==> src/carray_map.svh <==
// Register offsets, field positions, reset values and divider counts
`ifndef CARRAY_MAP_SVH
`define CARRAY_MAP_SVH

// Register addresses on the special-function register bus
`define CN_ADDR       8'hd8
`define MD_ADDR       8'hd9
`define CNT_LO_ADDR   8'hf9
`define CNT_HI_ADDR   8'hfa
`define MODE_BASE     8'hda
`define CMP_LO_BASE   8'he0
`define CMP_HI_BASE   8'he8
`define MOD_COUNT     8'h06
`define WD_SLOT       3'd5

// Control/flag register fields
`define CN_OVF        7
`define CN_RUN        6
`define CN_WD_FLAG    5

// Array mode register fields
`define MD_IDLE       7
`define MD_WDEN       6
`define MD_WATCHDOG_LOCK      5
`define MD_SEL_HI     3
`define MD_SEL_LO     1
`define MD_IRQEN      0

// Module mode register fields
`define MODE_PWM16    7
`define MODE_ECOM     6
`define MODE_MAT      3
`define MODE_PWM      1
`define MODE_ECCF     0

// Reset values
`define WD_EN_RESET   1'b1
`define CN_RESET      8'h00

// Prescaler terminal counts for the divided system clock
`define DIV12_LAST    4'd11
`define DIV4_LAST     4'd3
`endif

==> src/carray_pkg.sv <==
// Types and helpers shared by the counter array modules
`default_nettype none
package carray_pkg;

	// Counter clock source codes
	typedef enum logic [2:0] {
		SRC_SYS_DIV12 = 3'h0,
		SRC_SYS_DIV4  = 3'h1,
		SRC_TIMER0    = 3'h2,
		SRC_EXT_PIN   = 3'h3,
		SRC_SYS       = 3'h4,
		SRC_EXT_OSC   = 3'h5,
		SRC_RTC       = 3'h6
	} clk_src_t;

	// Registers held directly by the top-level block, not by its compare modules or watchdog
	typedef struct packed {
		logic            ovf_flag;
		logic            run_ctl;
		logic [5:0]      mod_flag;
		logic            idle_susp;
		logic            wd_enable;
		logic            wd_lock;
		logic [2:0]      clk_sel;
		logic            ovf_irq_en;
		logic [15:0]     cnt;
		logic [5:0][7:0] mode;
		logic [5:0][7:0] cmp_lo;
		logic [5:0][7:0] cmp_hi;
		logic [3:0]      pre;
		logic [2:0]      pin_sync;
		logic            pin_level;
		logic [7:0]      rdata;
		logic            irq;
	} core_state_t;

	typedef struct packed {
		logic level;
	} pwm_state_t;

	typedef struct packed {
		logic fire;
	} wd_state_t;

	// Value the counter takes on its next step
	function automatic logic [15:0] cnt_next(input logic [15:0] c);
		cnt_next = c + 16'h0001;
	endfunction : cnt_next

	// Slot decode: bit 3 valid, bits 2:0 module index
	function automatic logic [3:0] mod_slot(input logic [7:0] addr,
		input logic [7:0] base);
		logic [7:0] d;
		d = addr - base;
		mod_slot = (d < 8'h06) ? {1'b1, d[2:0]} : 4'h0;
	endfunction : mod_slot

endpackage : carray_pkg
`default_nettype wire

==> src/carray_cnt_if.sv <==
// Shared counter view handed from the array core to its modules
`timescale 1ns/100ps
`default_nettype none
interface carray_cnt_if;
	logic [15:0] count;
	logic        step;
	logic        wd_active;

	modport src (output count, output step, output wd_active);
	modport snk (input count, input step, input wd_active);
endinterface : carray_cnt_if
`default_nettype wire

==> src/carray_pwm16.sv <==
// One compare module: 16-bit pulse-width output and match flag event
`timescale 1ns/100ps
`default_nettype none
`include "carray_map.svh"
module carray_pwm16
(
	input  wire logic          sys_clk,
	input  wire logic          rst,
	carray_cnt_if.snk          link,
	input  wire logic [7:0]    mode,
	input  wire logic [15:0]   cmp,
	input  wire logic          force_timer,
	output logic               pin_r,
	output logic               flag_evt
);
	import carray_pkg::*;

	pwm_state_t st_r;
	pwm_state_t st_nxt;
	logic       hit;
	logic       wrap;
	logic       ecom;
	logic       mat;
	logic       pwm_on;

	// Watchdog slot is forced to plain compare, no waveform
	always_comb
	begin
		ecom = mode[`MODE_ECOM] | force_timer;
		mat = mode[`MODE_MAT] | force_timer;
		pwm_on = ecom & mode[`MODE_PWM] & mode[`MODE_PWM16]
			& !force_timer;
		hit = link.step && (cnt_next(link.count) == cmp);
		wrap = link.step && (cnt_next(link.count) == 16'h0000);
		flag_evt = hit && ecom && mat;
		st_nxt = st_r;
		if (!pwm_on)
			st_nxt.level = 1'b0;
		else if (hit)
			st_nxt.level = 1'b1;
		else if (wrap)
			st_nxt.level = 1'b0;
	end

	// Match beats wrap, so a zero compare stays high
	always_ff @(posedge sys_clk or posedge rst)
	begin
		if (rst)
			st_r <= '0;
		else
			st_r <= st_nxt;
	end

	assign pin_r = st_r.level;

	a_pwm_rise: assert property (@(posedge sys_clk) disable iff (rst)
		(pwm_on && hit) |=> pin_r)
		else $error("output did not rise on match");

	a_pwm_off: assert property (@(posedge sys_clk) disable iff (rst)
		!ecom |=> !pin_r)
		else $error("output high with compare disabled");

	a_pwm_fall: assert property (@(posedge sys_clk) disable iff (rst)
		(pwm_on && wrap && cmp != 16'h0000) ##1 pwm_on |-> !pin_r)
		else $error("output not low after wrap");

endmodule : carray_pwm16
`default_nettype wire

==> src/carray_watchdog.sv <==
// Watchdog expiry detection on the sixth compare module
`timescale 1ns/100ps
`default_nettype none
`include "carray_map.svh"
module carray_watchdog
(
	input  wire logic          sys_clk,
	input  wire logic          rst,
	carray_cnt_if.snk          link,
	input  wire logic [7:0]    upd_cmp,
	input  wire logic          force_req,
	output logic               reset_r
);
	import carray_pkg::*;

	wd_state_t st_r;
	wd_state_t st_nxt;
	logic      lo_ovf;

	// Expiry: low byte wraps while high byte equals update compare
	always_comb
	begin
		lo_ovf = link.step && (link.count[7:0] == 8'hff);
		st_nxt.fire = link.wd_active
			&& ((lo_ovf && upd_cmp == link.count[15:8])
			|| force_req);
	end

	// One-cycle reset request; the system reset clears us anyway
	always_ff @(posedge sys_clk or posedge rst)
	begin
		if (rst)
			st_r <= '0;
		else
			st_r <= st_nxt;
	end

	assign reset_r = st_r.fire;

	a_wd_expire: assert property (@(posedge sys_clk) disable iff (rst)
		(link.wd_active && lo_ovf && upd_cmp == link.count[15:8])
		|=> reset_r)
		else $error("watchdog expiry did not reset");

	a_wd_force: assert property (@(posedge sys_clk) disable iff (rst)
		(link.wd_active && force_req) |=> reset_r)
		else $error("forced watchdog reset missing");

	a_wd_quiet: assert property (@(posedge sys_clk) disable iff (rst)
		!link.wd_active |=> !reset_r)
		else $error("reset while watchdog disabled");

endmodule : carray_watchdog
`default_nettype wire

==> src/carray_core.sv <==
// Counter array core: counter, flags, register bus, compare modules
`timescale 1ns/100ps
`default_nettype none
`include "carray_map.svh"
module carray_core
(
	input  wire logic          sys_clk,
	input  wire logic          rst,
	input  wire logic [7:0]    sfr_addr,
	input  wire logic [7:0]    sfr_wdata,
	input  wire logic          sfr_wr,
	input  wire logic          sfr_rd,
	output logic [7:0]         sfr_rdata,
	input  wire logic          cpu_idle,
	input  wire logic          timer0_ovf,
	input  wire logic          ext_osc_tick,
	input  wire logic          rtc_tick,
	input  wire logic          ext_clk_pin,
	output logic [5:0]         module_output_pin,
	output logic               array_irq,
	output logic               wdt_reset
);
	import carray_pkg::*;

	core_state_t st_r;
	core_state_t st_nxt;
	logic        wd_on;
	logic        tick;
	logic        step;
	logic        pin_edge;
	logic        force_req;
	logic [3:0]  div_last;
	logic [3:0]  slot;
	logic [5:0]  flag_evt;
	logic [5:0]  pin_w;
	logic [5:0]  flag_irq_en;
	logic        wd_reset_w;

	carray_cnt_if cnt_link ();

	// Lock alone keeps the watchdog alive
	assign wd_on = st_r.wd_enable | st_r.wd_lock;
	assign force_req = sfr_wr && (sfr_addr == `CN_ADDR)
		&& sfr_wdata[`CN_WD_FLAG];

	// Counter view for the compare modules
	assign cnt_link.count = st_r.cnt;
	assign cnt_link.step = step;
	assign cnt_link.wd_active = wd_on;

	// Compare modules; slot five doubles as the watchdog timer
	for (genvar i = 0; i < 6; i++)
	begin : g_mod
		carray_pwm16 u_pwm (
			.sys_clk     (sys_clk),
			.rst         (rst),
			.link        (cnt_link),
			.mode        (st_r.mode[i]),
			.cmp         ({st_r.cmp_hi[i], st_r.cmp_lo[i]}),
			.force_timer ((i == 5) ? wd_on : 1'b0),
			.pin_r       (pin_w[i]),
			.flag_evt    (flag_evt[i])
		);
		assign flag_irq_en[i] = st_r.mode[i][`MODE_ECCF];
	end

	carray_watchdog u_wd (
		.sys_clk   (sys_clk),
		.rst       (rst),
		.link      (cnt_link),
		.upd_cmp   (st_r.cmp_hi[5]),
		.force_req (force_req),
		.reset_r   (wd_reset_w)
	);

	// Counter clock, stepping, register writes, flags and readback
	always_comb
	begin
		st_nxt = st_r;
		slot = 4'h0;

		// External clock pin: three stages, count once stages agree
		st_nxt.pin_sync = {st_r.pin_sync[1:0], ext_clk_pin};
		if (st_r.pin_sync[1] == st_r.pin_sync[2])
			st_nxt.pin_level = st_r.pin_sync[2];
		pin_edge = (st_r.pin_sync[1] == st_r.pin_sync[2])
			&& st_r.pin_sync[2] && !st_r.pin_level;

		// Prescaler serves both divided system clock choices
		div_last = (st_r.clk_sel == SRC_SYS_DIV4) ? `DIV4_LAST
			: `DIV12_LAST;
		st_nxt.pre = (st_r.pre >= div_last) ? 4'h0 : st_r.pre + 4'h1;

		case (st_r.clk_sel)
			SRC_SYS_DIV12: tick = (st_r.pre >= div_last);
			SRC_SYS_DIV4:  tick = (st_r.pre >= div_last);
			SRC_TIMER0:    tick = timer0_ovf;
			SRC_EXT_PIN:   tick = pin_edge;
			SRC_SYS:       tick = 1'b1;
			SRC_EXT_OSC:   tick = ext_osc_tick;
			SRC_RTC:       tick = rtc_tick;
			default:       tick = 1'b0;
		endcase

		// Watchdog overrides the run bit; idle can still pause it
		step = tick && (st_r.run_ctl || wd_on)
			&& !(st_r.idle_susp && cpu_idle);
		if (step)
			st_nxt.cnt = cnt_next(st_r.cnt);

		// Software writes first, so hardware sets below win
		if (sfr_wr)
		begin
			if (sfr_addr == `CN_ADDR)
			begin
				st_nxt.ovf_flag = sfr_wdata[`CN_OVF];
				st_nxt.run_ctl = sfr_wdata[`CN_RUN];
				st_nxt.mod_flag = sfr_wdata[5:0];
			end
			else if (sfr_addr == `MD_ADDR)
			begin
				if (!wd_on)
				begin
					st_nxt.idle_susp = sfr_wdata[`MD_IDLE];
					st_nxt.clk_sel = sfr_wdata[`MD_SEL_HI:`MD_SEL_LO];
				end
				st_nxt.wd_enable = sfr_wdata[`MD_WDEN];
				st_nxt.wd_lock = st_r.wd_lock | sfr_wdata[`MD_WATCHDOG_LOCK];
				st_nxt.ovf_irq_en = sfr_wdata[`MD_IRQEN];
			end
			else if (sfr_addr == `CNT_LO_ADDR)
			begin
				if (!wd_on)
					st_nxt.cnt[7:0] = sfr_wdata;
			end
			else if (sfr_addr == `CNT_HI_ADDR)
			begin
				if (!wd_on)
					st_nxt.cnt[15:8] = sfr_wdata;
			end
			else if (mod_slot(sfr_addr, `MODE_BASE) != 4'h0)
			begin
				slot = mod_slot(sfr_addr, `MODE_BASE);
				if (!(wd_on && slot[2:0] == `WD_SLOT))
					st_nxt.mode[slot[2:0]] = sfr_wdata;
			end
			else if (mod_slot(sfr_addr, `CMP_LO_BASE) != 4'h0)
			begin
				slot = mod_slot(sfr_addr, `CMP_LO_BASE);
				st_nxt.cmp_lo[slot[2:0]] = sfr_wdata;
				if (!(wd_on && slot[2:0] == `WD_SLOT))
					st_nxt.mode[slot[2:0]][`MODE_ECOM] = 1'b0;
			end
			else if (mod_slot(sfr_addr, `CMP_HI_BASE) != 4'h0)
			begin
				slot = mod_slot(sfr_addr, `CMP_HI_BASE);
				if (wd_on && slot[2:0] == `WD_SLOT)
					st_nxt.cmp_hi[slot[2:0]] = st_r.cnt[15:8]
						+ st_r.cmp_lo[slot[2:0]];
				else
				begin
					st_nxt.cmp_hi[slot[2:0]] = sfr_wdata;
					st_nxt.mode[slot[2:0]][`MODE_ECOM] = 1'b1;
				end
			end
		end

		// Hardware flag sets, winning over a same-cycle clear
		if (step && st_r.cnt == 16'hffff)
			st_nxt.ovf_flag = 1'b1;
		st_nxt.mod_flag = st_nxt.mod_flag | flag_evt;

		// Array interrupt request from enabled sticky flags
		st_nxt.irq = (st_r.ovf_flag && st_r.ovf_irq_en)
			|| ((st_r.mod_flag & flag_irq_en) != 6'h00);

		// Readback, one cycle after the read strobe
		if (sfr_rd)
		begin
			if (sfr_addr == `CN_ADDR)
				st_nxt.rdata = {st_r.ovf_flag, st_r.run_ctl, st_r.mod_flag};
			else if (sfr_addr == `MD_ADDR)
				st_nxt.rdata = {st_r.idle_susp, st_r.wd_enable, st_r.wd_lock,
					1'b0, st_r.clk_sel, st_r.ovf_irq_en};
			else if (sfr_addr == `CNT_LO_ADDR)
				st_nxt.rdata = st_r.cnt[7:0];
			else if (sfr_addr == `CNT_HI_ADDR)
				st_nxt.rdata = st_r.cnt[15:8];
			else if (mod_slot(sfr_addr, `MODE_BASE) != 4'h0)
				st_nxt.rdata = st_r.mode[sfr_addr[2:0] - 3'h2];
			else if (mod_slot(sfr_addr, `CMP_LO_BASE) != 4'h0)
				st_nxt.rdata = st_r.cmp_lo[sfr_addr[2:0]];
			else if (mod_slot(sfr_addr, `CMP_HI_BASE) != 4'h0)
				st_nxt.rdata = st_r.cmp_hi[sfr_addr[2:0]];
			else
				st_nxt.rdata = 8'h00;
		end
	end

	// Reset leaves the watchdog armed at divide by twelve
	always_ff @(posedge sys_clk or posedge rst)
	begin
		if (rst)
		begin
			st_r <= '0;
			st_r.wd_enable <= `WD_EN_RESET;
		end
		else
			st_r <= st_nxt;
	end

	// Outputs straight from flip-flops
	assign sfr_rdata = st_r.rdata;
	assign array_irq = st_r.irq;
	assign module_output_pin = pin_w;
	assign wdt_reset = wd_reset_w;

	a_ovf_flag_set: assert property (@(posedge sys_clk) disable iff (rst)
		(step && st_r.cnt == 16'hffff) |=> st_r.ovf_flag)
		else $error("overflow flag missed a wrap");

	a_cnt_wr_block: assert property (@(posedge sys_clk) disable iff (rst)
		(wd_on && sfr_wr && !step
		&& (sfr_addr == `CNT_LO_ADDR || sfr_addr == `CNT_HI_ADDR))
		|=> $stable(st_r.cnt))
		else $error("counter written while watchdog on");

	a_sel_frozen: assert property (@(posedge sys_clk) disable iff (rst)
		(wd_on && sfr_wr && sfr_addr == `MD_ADDR)
		|=> $stable(st_r.clk_sel) && $stable(st_r.idle_susp))
		else $error("clock select changed under watchdog");

	a_run_readback: assert property (@(posedge sys_clk) disable iff (rst)
		(sfr_rd && sfr_addr == `CN_ADDR && !st_r.run_ctl && wd_on)
		|=> !sfr_rdata[`CN_RUN])
		else $error("run bit read as set");

	a_wd_update: assert property (@(posedge sys_clk) disable iff (rst)
		(wd_on && sfr_wr && sfr_addr == (`CMP_HI_BASE + 8'h05))
		|=> st_r.cmp_hi[5] == 8'($past(st_r.cnt[15:8])
		+ $past(st_r.cmp_lo[5])))
		else $error("watchdog update value wrong");

	a_lock_holds: assert property (@(posedge sys_clk) disable iff (rst)
		st_r.wd_lock |=> st_r.wd_lock && wd_on)
		else $error("locked watchdog became disabled");

	a_ecom_clear: assert property (@(posedge sys_clk) disable iff (rst)
		(sfr_wr && sfr_addr == `CMP_LO_BASE)
		|=> !st_r.mode[0][`MODE_ECOM])
		else $error("low byte write left compare enabled");

	a_idle_pause: assert property (@(posedge sys_clk) disable iff (rst)
		(st_r.idle_susp && cpu_idle) |-> !step)
		else $error("counter stepped in suspended idle");

	a_forced_run: assert property (@(posedge sys_clk) disable iff (rst)
		(wd_on && st_r.clk_sel == SRC_SYS && !cpu_idle)
		|=> st_r.cnt == $past(st_r.cnt) + 16'h0001 ||
		$past(sfr_wr))
		else $error("counter not forced on by watchdog");

	// Further guards on stepping, sticky flags and restricted writes
	a_run_stops: assert property (@(posedge sys_clk) disable iff (rst)
		(!st_r.run_ctl && !wd_on) |-> !step)
		else $error("counter stepped while stopped");

	a_div12_step: assert property (@(posedge sys_clk) disable iff (rst)
		(st_r.clk_sel == SRC_SYS_DIV12 && st_r.pre < `DIV12_LAST)
		|-> !step)
		else $error("divided clock stepped early");

	a_ovf_sticky: assert property (@(posedge sys_clk) disable iff (rst)
		(st_r.ovf_flag && !(sfr_wr && sfr_addr == `CN_ADDR))
		|=> st_r.ovf_flag)
		else $error("overflow flag cleared by itself");

	a_ovf_clear: assert property (@(posedge sys_clk) disable iff (rst)
		(sfr_wr && sfr_addr == `CN_ADDR && !sfr_wdata[`CN_OVF]
		&& !(step && st_r.cnt == 16'hffff)) |=> !st_r.ovf_flag)
		else $error("overflow flag not cleared by write");

	a_flag_sticky: assert property (@(posedge sys_clk) disable iff (rst)
		!(sfr_wr && sfr_addr == `CN_ADDR) |=> (st_r.mod_flag
		& $past(st_r.mod_flag)) == $past(st_r.mod_flag))
		else $error("module flag cleared by itself");

	a_ovf_irq: assert property (@(posedge sys_clk) disable iff (rst)
		(st_r.ovf_flag && st_r.ovf_irq_en) |=> array_irq)
		else $error("overflow interrupt not requested");

	a_flag_irq: assert property (@(posedge sys_clk) disable iff (rst)
		((st_r.mod_flag & flag_irq_en) != 6'h00) |=> array_irq)
		else $error("module flag interrupt not requested");

	a_ecom_set: assert property (@(posedge sys_clk) disable iff (rst)
		(sfr_wr && sfr_addr == `CMP_HI_BASE)
		|=> st_r.mode[0][`MODE_ECOM])
		else $error("high byte write left compare disabled");

	a_mode5_lock: assert property (@(posedge sys_clk) disable iff (rst)
		(wd_on && sfr_wr && sfr_addr == (`MODE_BASE + 8'h05))
		|=> $stable(st_r.mode[5]))
		else $error("module five mode written under watchdog");

	a_offset_store: assert property (@(posedge sys_clk) disable iff (rst)
		(sfr_wr && sfr_addr == (`CMP_LO_BASE + 8'h05))
		|=> st_r.cmp_lo[5] == $past(sfr_wdata))
		else $error("watchdog offset not stored");

endmodule : carray_core
`default_nettype wire

==> config.mk <==
export PLATFORM = sky130hd
export DESIGN_NAME = carray_core
export DESIGN_NICKNAME = d
export VERILOG_FILES = /design/src/carray_pkg.sv /design/src/carray_cnt_if.sv /design/src/carray_pwm16.sv /design/src/carray_watchdog.sv /design/src/carray_core.sv
export VERILOG_INCLUDE_DIRS = /design/src
export SDC_FILE = /design/constraint.sdc
export NUM_CORES = 1
export LEC_CHECK = 0
export BUFFER_PORTS_ARGS = -buffer_cell sky130_fd_sc_hd__buf_4
export CAP_MARGIN = 15
export CELL_PAD_IN_SITES_DETAIL_PLACEMENT = 0
export CELL_PAD_IN_SITES_GLOBAL_PLACEMENT = 2
export CORE_MARGIN = 1.5
export CORE_UTILIZATION = 42
export CTS_BUF_LIST = sky130_fd_sc_hd__clkbuf_16
export CTS_CLUSTER_DIAMETER = 80
export CTS_CLUSTER_SIZE = 24
export DETAILED_ROUTE_END_ITERATION = 16
export PLACE_DENSITY = 0.79
export SLEW_MARGIN = 20
export SYNTH_ARGS = -nofsm -noshare
export SYNTH_HDL_FRONTEND = slang
export SYNTH_SLANG_ARGS = --single-unit
==> constraint.sdc <==
create_clock -name sys_clk -period 7.4 [get_ports sys_clk]
set_clock_uncertainty 0.15 [all_clocks]
set_input_delay 0 -clock sys_clk [delete_from_list [all_inputs] [get_ports sys_clk]]
set_output_delay 0 -clock sys_clk [all_outputs]
set_load 0.01 [all_outputs]
==> impl_metrics.ini, run 1 <==
[synthesis]
synthSimpleGateAreaFrac_pct = 13.6
synthArstFlopShare_pct = 100
synth_nets = 1262
synthesis.area_um2 = 12800
synth-compound-area-share_pct = 11.1
syn_inst = 1219
synth_seq_cells = 199
synth_xor_xnor_area_share_pct = 10.1
ys_seq_area_share_pct = 38.9
synth_enable_flop_cells = 0
synth_top_family_by_area = multiplexers
synthDistinctLibCells = 90
ys.flop_type = dfrtp_1
muxShareOfSynthArea_pct = 20.2
synthAdderAreaFrac_pct = 1.82
yosys_warnings = 0
avgSynthCellArea_um2 = 10.5

[cells_and_area]
antenna_cells = 0
fillers = 2871
mostFrequentLayoutCells = dfrtp_1 (198), mux2_2 (138), xnor2_1 (88)
final_area_um2 = 14000
post-route-util_pct = 46.9
layout_commonest_cell = dfrtp_1
drive_above_1_share_pct = 23.5
areaGrowthSynthToFinish_pct = 9.27
final_nets = 1258

[global_route]
grt_pass1_wl_mm = 67.2
grt_pass1_vias = 9836
grtUsageTotal_pct = 29.8
antenna_found_initial = 0
grt_max_degree = 130
grt.overflow.total = 0

[detailed_routing]
drt_iter0_drc = 1109
vias = 10100
drt_pre_antenna_iters = 5
ant_nets = 0
drc = 0
wl_per_cell_um = 27.9
vias_per_cell = 6.22
wirelength_mm = 45.2

[worst_setup_path]
cp_max_fo = 14
crit_chain = ha_1, nand4_1, nor3_1, xnor2_2, xnor2_1, or4_1, or4_1, o21ai_1
cp_data_arrival_time_ns = 4.76
critPathLaunchType = flop
cp_data_required_time_ns = 7.66
slowest_stage = dfrtp_1
worst-setup-path-type = reg -> reg
crit_path_end_kind = flop
slowest_delay_ns = 0.79
critPathMostFrequentCell = or4_1

[sta]
period_share_pct = 60.8
final_hold_viol_count = 0
max_freq_mhz = 222
holdWs_ns = 0.0308
slew_violations = 0
finalSetupTns_ns = 0
worstMarginPinSlew_ns = 1.08
finalSetupViolations = 0
slew_headroom_pct = 27.4
post-route-min-period_ns = 4.50
rsz0062_at_grt = false

[power_and_ir_drop]
power_density_nw_per_um2 = 210
p_leak_nw = 5.99
vdd_drop_max_mv = 0.181

[floorplanning]
fp-row-count = 63
num_io_pins = 41
initial_utilization_pct = 42.9
die_w_um = 178
die_h_um = 178
core_um2 = 29900
dieArea_um2 = 31600

[clock_network]
cts_tree = built
cts.htree.levels = 4
cts_resized = 0
clkSlewWorstSetupHoldPaths_ns = 0.08
cts_made_buffers = 17
post_cts_buffers = 0
clk_latency_ns = 0.48
clock-sinks = 199
root_buffer = clkbuf_16
cts_buffer_depth = 2

[place]
gp_congestion = 0.937
port_buffers = 40
dpl_cell_area_um2 = 13300
dp_hpwl_mm = 32.8

[job]
cap_violations = 0

[hold_path]
hold_path.class = in -> reg

[status]
status = finished clean
==> report_power, final <==
group / internal (mW) / total (mW) / switching [mW]
registers: 1.18 / 1.33 / 0.152
clock network: 0.513 / 0.990 / 0.476
logic: 0.268 / 0.626 / 0.358
==> worst paths after layout <==
path | from | end | slack [ns] | cells past startpoint
worst max-delay path | cnt_link.count[0]$_DFF_PP0_ | st_r[184]$_DFF_PP0_ | 2.90 | 8
worst min-delay path | ext_clk_pin | st_nxt[11]$_DFF_PP0_ | 0.03 | 2
max in group asynchronous | rst | asynchronous set/reset pin | 5.46 | 4
worst max register to register | cnt_link.count[0]$_DFF_PP0_ | st_r[184]$_DFF_PP0_ | 2.90 | 8
min in group asynchronous | rst | st_r[185]$_DFF_PP0_ | 0.13 | 3
worst min register to register | st_nxt[11]$_DFF_PP0_ | st_nxt[12]$_DFF_PP0_ | 0.20 | 0
==> kinds of logic (layout without fill, tap and decap cells) <==
family | count (synthesis) | in the layout
muxes | 209 | 209
buffers and inverters | 113 | 122
AOI/OAI and AO/OA | 217 | 217
adders and majority gates | 18 | 18
DFF | 199 | 199
and+or+nand+nor | 328 | 328
xor gates and xnor gates | 135 | 135
==> synthesized netlist by cell type, drive strengths merged, types with 5 or more instances <==
cell type,count,area share [%]
nor4,18,1.1
mux2i,26,2.0
buf,40,1.9
a21oi,60,2.3
nand2b,5,0.24
a21o,6,0.35
or3,8,0.39
mux2,159,14
nand4,26,1.3
inv,22,0.64
and3,5,0.32
and2,5,0.24
o221ai,5,0.34
xor2,39,2.7
a221oi,5,0.34
a221o,9,0.71
nor3,20,0.86
o21ai,42,1.6
clkbuf,49,1.5
a31oi,18,0.88
mux4,24,4.2
nor2b,8,0.39
nor3b,7,0.41
nand3,37,1.5
o311ai,6,0.41
nor4b,5,0.46
or2,9,0.44
dfrtp,198,39
nand2,80,2.4
o22ai,15,0.73
a22oi,9,0.53
or4,8,0.47
a211oi,6,0.39
ha,17,1.7
xnor2,95,7.3
nor2,76,2.3
==> layer usage <==
| metal | part of all wire (%) | vias up | GRT usage (%) |
|---|---|---|---|
| met3 | 5.6 | 78 | 4.16 |
| met1 | 43 | 5127 | 39.9 |
| met2 | 48 | 412 | 48.1 |
| li1 | - | 4443 | - |
| met5 | 0 | - | 0 |
| met4 | 3.7 | 0 | 13.2 |
==> through the flow <==
stage | power (mW) | std cells | setup WS, ns
after floorplan | 1.74 | 1219 | 1.83
after global placement | 1.96 | 1573 | 3.02
after detailed placement | 1.96 | 1573 | 3.00
after CTS | 2.95 | 1618 | 2.98
after global routing | 3.06 | 1618 | 2.61
final | 2.94 | 1618 | 2.90
==> critical path: cells and delay by family (launching register included) <==
kind / cells / cell delay (ns)
adders and majority gates: 1 / 0.45
and+or+nand+nor: 4 / 2.44
DFF: 1 / 0.79
AOI/OAI and AO/OA: 1 / 0.17
xor gates and xnor gates: 2 / 0.41
==> layout make-up <==
cell class	count	area, µm²	share of cell area, %
timing repair buffer	68	543	3.88
sequential	199	4980	35.6
clock inverter	15	189	1.35
clock buffer	17	425	3.04
multi-input combinational	907	7290	52.0
tap	390	488	3.48
inverter	22	90.1	0.643
==> timing repair <==
action	4_1_cts	5_1_grt
endpoints found under the setup margin	0	0
hold endpoints to repair	274	0
hold buffers	13	0
Note: power is estimated with default switching activity, not from simulation.
==> inputs of run 2 (changes only) <==
--- a/config.mk
+++ b/config.mk
@@ -6,12 +6,13 @@
 export SDC_FILE = /design/constraint.sdc
 export NUM_CORES = 1
 export LEC_CHECK = 0
+export ABC_AREA = 1
 export BUFFER_PORTS_ARGS = -buffer_cell sky130_fd_sc_hd__buf_4
 export CAP_MARGIN = 15
 export CELL_PAD_IN_SITES_DETAIL_PLACEMENT = 0
 export CELL_PAD_IN_SITES_GLOBAL_PLACEMENT = 2
 export CORE_MARGIN = 1.5
-export CORE_UTILIZATION = 42
+export CORE_UTILIZATION = 36
 export CTS_BUF_LIST = sky130_fd_sc_hd__clkbuf_16
 export CTS_CLUSTER_DIAMETER = 80
 export CTS_CLUSTER_SIZE = 24
==> constraint.sdc (replaced) <==
create_clock -name sys_clk -period 4.2 [get_ports sys_clk]
set_clock_uncertainty 0.15 [all_clocks]
set_input_delay 0 -clock sys_clk [delete_from_list [all_inputs] [get_ports sys_clk]]
set_output_delay 0 -clock sys_clk [all_outputs]
set_load 0.01 [all_outputs]
==> impl_metrics.ini, run 2 <==
[floorplanning]
die_h_um = 193
fp-row-count = 69
die_w_um = 193
core_um2 = 35700
dieArea_um2 = 37400
num_io_pins = 41
initial_utilization_pct = 36.6

[synthesis]
synthArstFlopShare_pct = 100
synth_top_cell_area_share_pct = 37.9
synthDistinctLibCells = 49
yosys_warnings = 0
synth_top_cell_by_area = dfrtp_1
synthesis.area_um2 = 13100
avgSynthCellArea_um2 = 6.85
synth-compound-area-share_pct = 15.9
synth_nets = 1950
yosysMostFrequentCell = nand2_1
synth_enable_flop_cells = 0
ys_top_cells_by_count = nand2_1 (611), o21ai_0 (223), dfrtp_1 (198), inv_1 (186), nand3_1 (153)
synth_xor_xnor_area_share_pct = 3.95
synth_seq_cells = 199
synth_top_family_by_area = simple AND/OR/NAND/NOR gates
syn_inst = 1907
synthSimpleGateAreaFrac_pct = 31.3
ys_seq_area_share_pct = 38.1
ys.flop_type = dfrtp_1
muxShareOfSynthArea_pct = 0.153
synthAdderAreaFrac_pct = 1.78
ys_top_cells_by_area = dfrtp_1 (38%), nand2_1 (18%), o21ai_0 (8.5%)

[clock_network]
clkSlewWorstSetupHoldPaths_ns = 0.08
cts_resized = 0
post_cts_buffers = 0
root_buffer = clkbuf_16
cts_buffer_depth = 2
clock-sinks = 199
clk_latency_ns = 0.48
cts_tree = built
cts.htree.levels = 4
cts_made_buffers = 17
hold_buffers = 14

[power_and_ir_drop]
p_sw_mw = 1.29
vdd_drop_max_mv = 0.274
p_leak_nw = 6.96
power_density_nw_per_um2 = 297
p_sw_share_pct = 29.6
clkPwrFrac_pct = 41.7
power_frac_seq_pct = 46.8
power_frac_comb_pct = 11.6
internal_power_mw = 3.07

[detailed_routing]
vias_per_cell = 5.66
wl_per_cell_um = 25.3
vias = 13700
ant_nets = 0
wirelength_mm = 61.0
drt_iter0_drc = 1688
drc = 4
drt_pre_antenna_iters = 12

[place]
gp_congestion = 1.02
dp_hpwl_mm = 45.7
port_buffers = 40

[sta]
slew_headroom_pct = 29.3
finalSetupTns_ns = 0
rsz0062_at_grt = false
max_freq_mhz = 290
post-route-min-period_ns = 3.45
finalSetupViolations = 0
final_hold_viol_count = 0
slew_violations = 0
holdWs_ns = 0.0348
period_share_pct = 82.1
worstMarginPinSlew_ns = 1.06

[worst_setup_path]
worst-setup-path-type = reg -> reg
critPathMostFrequentCell = nand2_1
cp_max_fo = 7
cp_data_required_time_ns = 4.47
r2r_end = st_r[185]$_DFF_PP0_
r2r-start = cnt_link.count[2]$_DFF_PP0_
cp_data_arrival_time_ns = 3.71
crit_end = st_r[185]$_DFF_PP0_
slowest_stage = dfrtp_1
r2r_slack_ns = 0.75
timing.critical_path.from = cnt_link.count[2]$_DFF_PP0_
rr_worst_depth = 15
crit_path_end_kind = flop
critPathLaunchType = flop
slowest_delay_ns = 0.51
crit_chain = nand2_1, nor2_1, nand2_1, nand2_1, nand2_1, buf_4, nand2_1, nand2_1, nor2_1, nand2_1, nor2_1, nand3_1, nor2_1, nand3_1, nand2_1

[status]
violations = design-rule violations
status = complete, but fails checks

[job]
cap_violations = 0

[cells_and_area]
drive_above_1_share_pct = 8.30
multi_input_area_um2 = 6930
layout_commonest_cell = nand2_1
seqCellArea_um2 = 4980
fillers = 3839
mostFrequentLayoutCells = nand2_1 (611), o21ai_0 (223), dfrtp_1 (198)
antenna_cells = 0
final_nets = 1982
areaGrowthSynthToFinish_pct = 12.3

[global_route]
antenna_found_initial = 0
grtUsageTotal_pct = 33.1
grt_pass1_vias = 13100
grt_pass1_wl_mm = 89.8
grt.overflow.total = 0
grt_max_degree = 135

[hold_path]
worstHoldStart = ext_clk_pin
hold_path.class = in -> reg
==> run 2: how the worst min path moves through the flow <==
| stage | to | slack, ns | cells after the start |
|---|---|---|---|
| after floorplan | st_nxt[11]$_DFF_PP0_ | -0.12 | 0 |
| after global placement | st_nxt[11]$_DFF_PP0_ | -0.04 | 1 |
| after detailed placement | st_nxt[11]$_DFF_PP0_ | -0.04 | 1 |
| after CTS | st_nxt[11]$_DFF_PP0_ | 0.02 | 2 |
| after global routing | st_nxt[11]$_DFF_PP0_ | 0.04 | 2 |
| final | st_nxt[11]$_DFF_PP0_ | 0.03 | 2 |
==> run 2: routing by layer <==
metal  part of all wire, %  vias up  global-route usage [%]
li1                      -     6290                       -
met1                    45     6605                    47.1
met2                    43      645                    49.3
met3                   8.1      110                    5.21
met4                   4.3        0                    14.8
met5                     0        -                       0
==> run 2: kinds of logic (layout without fill, tap and decap cells) <==
kind of cell | after synthesis | count (layout)
compound gates | 373 | 373
xor+xnor | 54 | 54
fa+ha+maj | 18 | 18
buf+inv | 287 | 332
flops | 199 | 199
mux | 2 | 2
simple gates | 974 | 974
==> run 2: worst max-delay path: cells and delay by family (launching register included) <==
family | cells | cell delay, ns
buffers and inverters | 1 | 0.26
DFF | 1 | 0.51
and+or+nand+nor | 14 | 2.47
==> run 2: power by group through the flow <==
stage                     logic (mW)  clock network (mW)  registers (mW)
after floorplan                0.284                   0            2.05
after global placement         0.488                   0            2.08
after detailed placement       0.486                   0            2.08
after CTS                      0.497                1.85            2.04
after global routing           0.549                1.90            2.05
final                          0.504                1.82            2.04
==> run 2: per-stage QoR <==
stage / worst slack, ns / instance area (µm²) / total power [mW] / util (%) / instances
after floorplan: 0.963 / 13100 / 2.33 / - / 1907
after global placement: 0.525 / 13900 / 2.57 / 39.0 / 2367
after detailed placement: 0.509 / 13900 / 2.56 / 39.0 / 2367
after CTS: 0.891 / 14700 / 4.38 / 41.1 / 2413
after global routing: 0.570 / 14700 / 4.50 / 41.1 / 2413
final: 0.753 / 14700 / 4.36 / 41.1 / 2413
==> run 2: area by class of cell <==
cell class	count	share of cell area [%]
Clock inverter	15	1.32
Inverter	198	5.11
Multi-Input combinational cell	1421	47.2
Tap cell	461	3.93
Timing Repair Buffer	102	5.54
Sequential cell	199	34.0
Clock buffer	17	2.90
==> inputs of run 3 (changes only) <==
--- a/config.mk
+++ b/config.mk
@@ -12,12 +12,12 @@
 export CELL_PAD_IN_SITES_DETAIL_PLACEMENT = 0
 export CELL_PAD_IN_SITES_GLOBAL_PLACEMENT = 2
 export CORE_MARGIN = 1.5
-export CORE_UTILIZATION = 36
+export CORE_UTILIZATION = 33
 export CTS_BUF_LIST = sky130_fd_sc_hd__clkbuf_16
 export CTS_CLUSTER_DIAMETER = 80
 export CTS_CLUSTER_SIZE = 24
 export DETAILED_ROUTE_END_ITERATION = 16
-export PLACE_DENSITY = 0.79
+export PLACE_DENSITY = 0.77
 export SLEW_MARGIN = 20
 export SYNTH_ARGS = -nofsm -noshare
 export SYNTH_HDL_FRONTEND = slang
==> constraint.sdc (replaced) <==
create_clock -name sys_clk -period 2.9 [get_ports sys_clk]
set_clock_uncertainty 0.15 [all_clocks]
set_input_delay 0 -clock sys_clk [delete_from_list [all_inputs] [get_ports sys_clk]]
set_output_delay 0 -clock sys_clk [all_outputs]
set_load 0.01 [all_outputs]
==> impl_metrics.ini, run 3 (synthesized netlist as in run 2, its figures left out) <==
[worst_setup_path]
cp_data_arrival_time_ns = 3.03
timing.critical_path.from = cnt_link.count[0]$_DFF_PP0_
slowest_delay_ns = 0.45
crit_chain = ha_1, nand2_1, nor2_1, buf_4, nand3_2, nand2_1, buf_4, buf_4, nand2_1, nand3_1, nor2_2, nand3_1, nor2_1, nand3_2, o21ai_0
rr_worst_depth = 15
cp_data_required_time_ns = 3.15
crit_path_end_kind = flop
path_buf_inv = 3
critPathLaunchType = flop
cp_max_fo = 6
r2r-start = cnt_link.count[0]$_DFF_PP0_
r2r_end = st_r[188]$_DFF_PP0_
critPathTopFamily = simple AND/OR/NAND/NOR gates
r2r_slack_ns = 0.12
worst-setup-path-type = reg -> reg
slowest_stage = dfrtp_2

[clock_network]
root_buffer = clkbuf_16
cts_buffer_depth = 2
cts.htree.levels = 4
cts_tree = built
clock-sinks = 199
clk_latency_ns = 0.48
clkSlewWorstSetupHoldPaths_ns = 0.07
cts_made_buffers = 17

[floorplanning]
initial_utilization_pct = 33.6
num_io_pins = 41
die_h_um = 202
die_w_um = 202
dieArea_um2 = 40800
fp-row-count = 72
core_um2 = 38800

[sta]
finalSetupTns_ns = 0
period_share_pct = 96.0
rsz0062_at_grt = true
finalSetupViolations = 0
postLayoutSetupSlackWorst_ns = 0.117
slew_headroom_pct = 39.4
worstMarginPinSlew_ns = 0.908
final_hold_viol_count = 0
max_freq_mhz = 359
post-route-min-period_ns = 2.78
slew_violations = 0

[power_and_ir_drop]
finalPower_mw = 6.39
vdd_drop_max_mv = 0.335
power_density_nw_per_um2 = 386
p_leak_nw = 8.02

[place]
place_ws_ns = -0.367
gp_congestion = 1.02
dp_hpwl_mm = 49.1
place_inst = 2632
port_buffers = 40

[global_route]
antenna_found_initial = 2
grt.overflow.total = 0
grtUsageTotal_pct = 31.4
grt_pass1_vias = 13600
grt_max_degree = 122
grt_pass1_wl_mm = 92.2

[hold_path]
hold_end = st_nxt[11]$_DFF_PP0_
worstHoldStart = ext_clk_pin
hold_path.class = in -> reg
hold_depth = 2

[detailed_routing]
ant_nets = 0
wirelength_mm = 63.0
drt_pre_antenna_iters = 7
wl_per_cell_um = 23.5
vias = 14300
drc = 0
drt_iter0_drc = 1323
vias_per_cell = 5.34

[job]
cap_violations = 0

[cells_and_area]
drive_above_1_share_pct = 19.0
fin_cells = 2681
layout_commonest_cell = nand2_1
mostFrequentLayoutCells = nand2_1 (605), buf_4 (289), o21ai_0 (210)
final_nets = 2191
areaGrowthSynthToFinish_pct = 26.9

[status]
status = finished clean
## run 3: cell type report
class / count / area, µm²
diodes: 2 / 5.00
clock buffers: 17 / 425
well taps: 518 / 648
flip-flops and latches: 199 / 4980
repair buffers: 311 / 2470
inverters: 198 / 752
multi-input cells: 1421 / 7100
clock inverters: 15 / 185
fillers: 4137 / 22300
## run 3: worst max path at each step
stage | endpoint | cells after the start | slack, ns
floorplan | flop | 24 | -0.04
global placement | flop | 25 | -0.29
detailed placement | flop | 26 | -0.37
CTS | g_mod[4].u_pwm.pin_r$_DFFE_PP0P_ | 12 | 0.004
global route | flop | 24 | -0.06
finish | st_r[188]$_DFF_PP0_ | 15 | 0.12
## run 3: through the flow
stage	cell area, µm²	util, %	hold WS, ns
after floorplan	13200	-	-0.119
after global placement	15700	40.4	-0.0400
after detailed placement	15700	40.4	-0.0392
after CTS	16500	42.4	0.00276
after global routing	16600	42.7	0.0161
final	16600	42.7	0.0364
## run 3: timing repair
| item | CTS | global route |
|---|---|---|
| setup endpoints to repair | 4 | 28 |
| hold buffers | 14 | 0 |
| pin swaps | 0 | 7 |
| resized for setup | 5 | 36 |
| setup buffers | 0 | 1 |
| endpoints found under the hold margin | 261 | 0 |
## run 3: report_power, final
group / switching (mW) / total (mW) / leakage, nW / internal, mW
clock: 1.19 / 2.62 / 0.309 / 1.44
combinational: 0.539 / 0.808 / 5.14 / 0.269
sequential: 0.0959 / 2.96 / 2.58 / 2.86
## run 3: per-layer routing
layer	vias up	routed length (µm)	track usage (%)
met5	-	0	0
met4	0	2190	11.3
met3	100	4960	5.59
met2	580	27300	47.8
met1	6909	28500	44.4
li1	6731	-	-
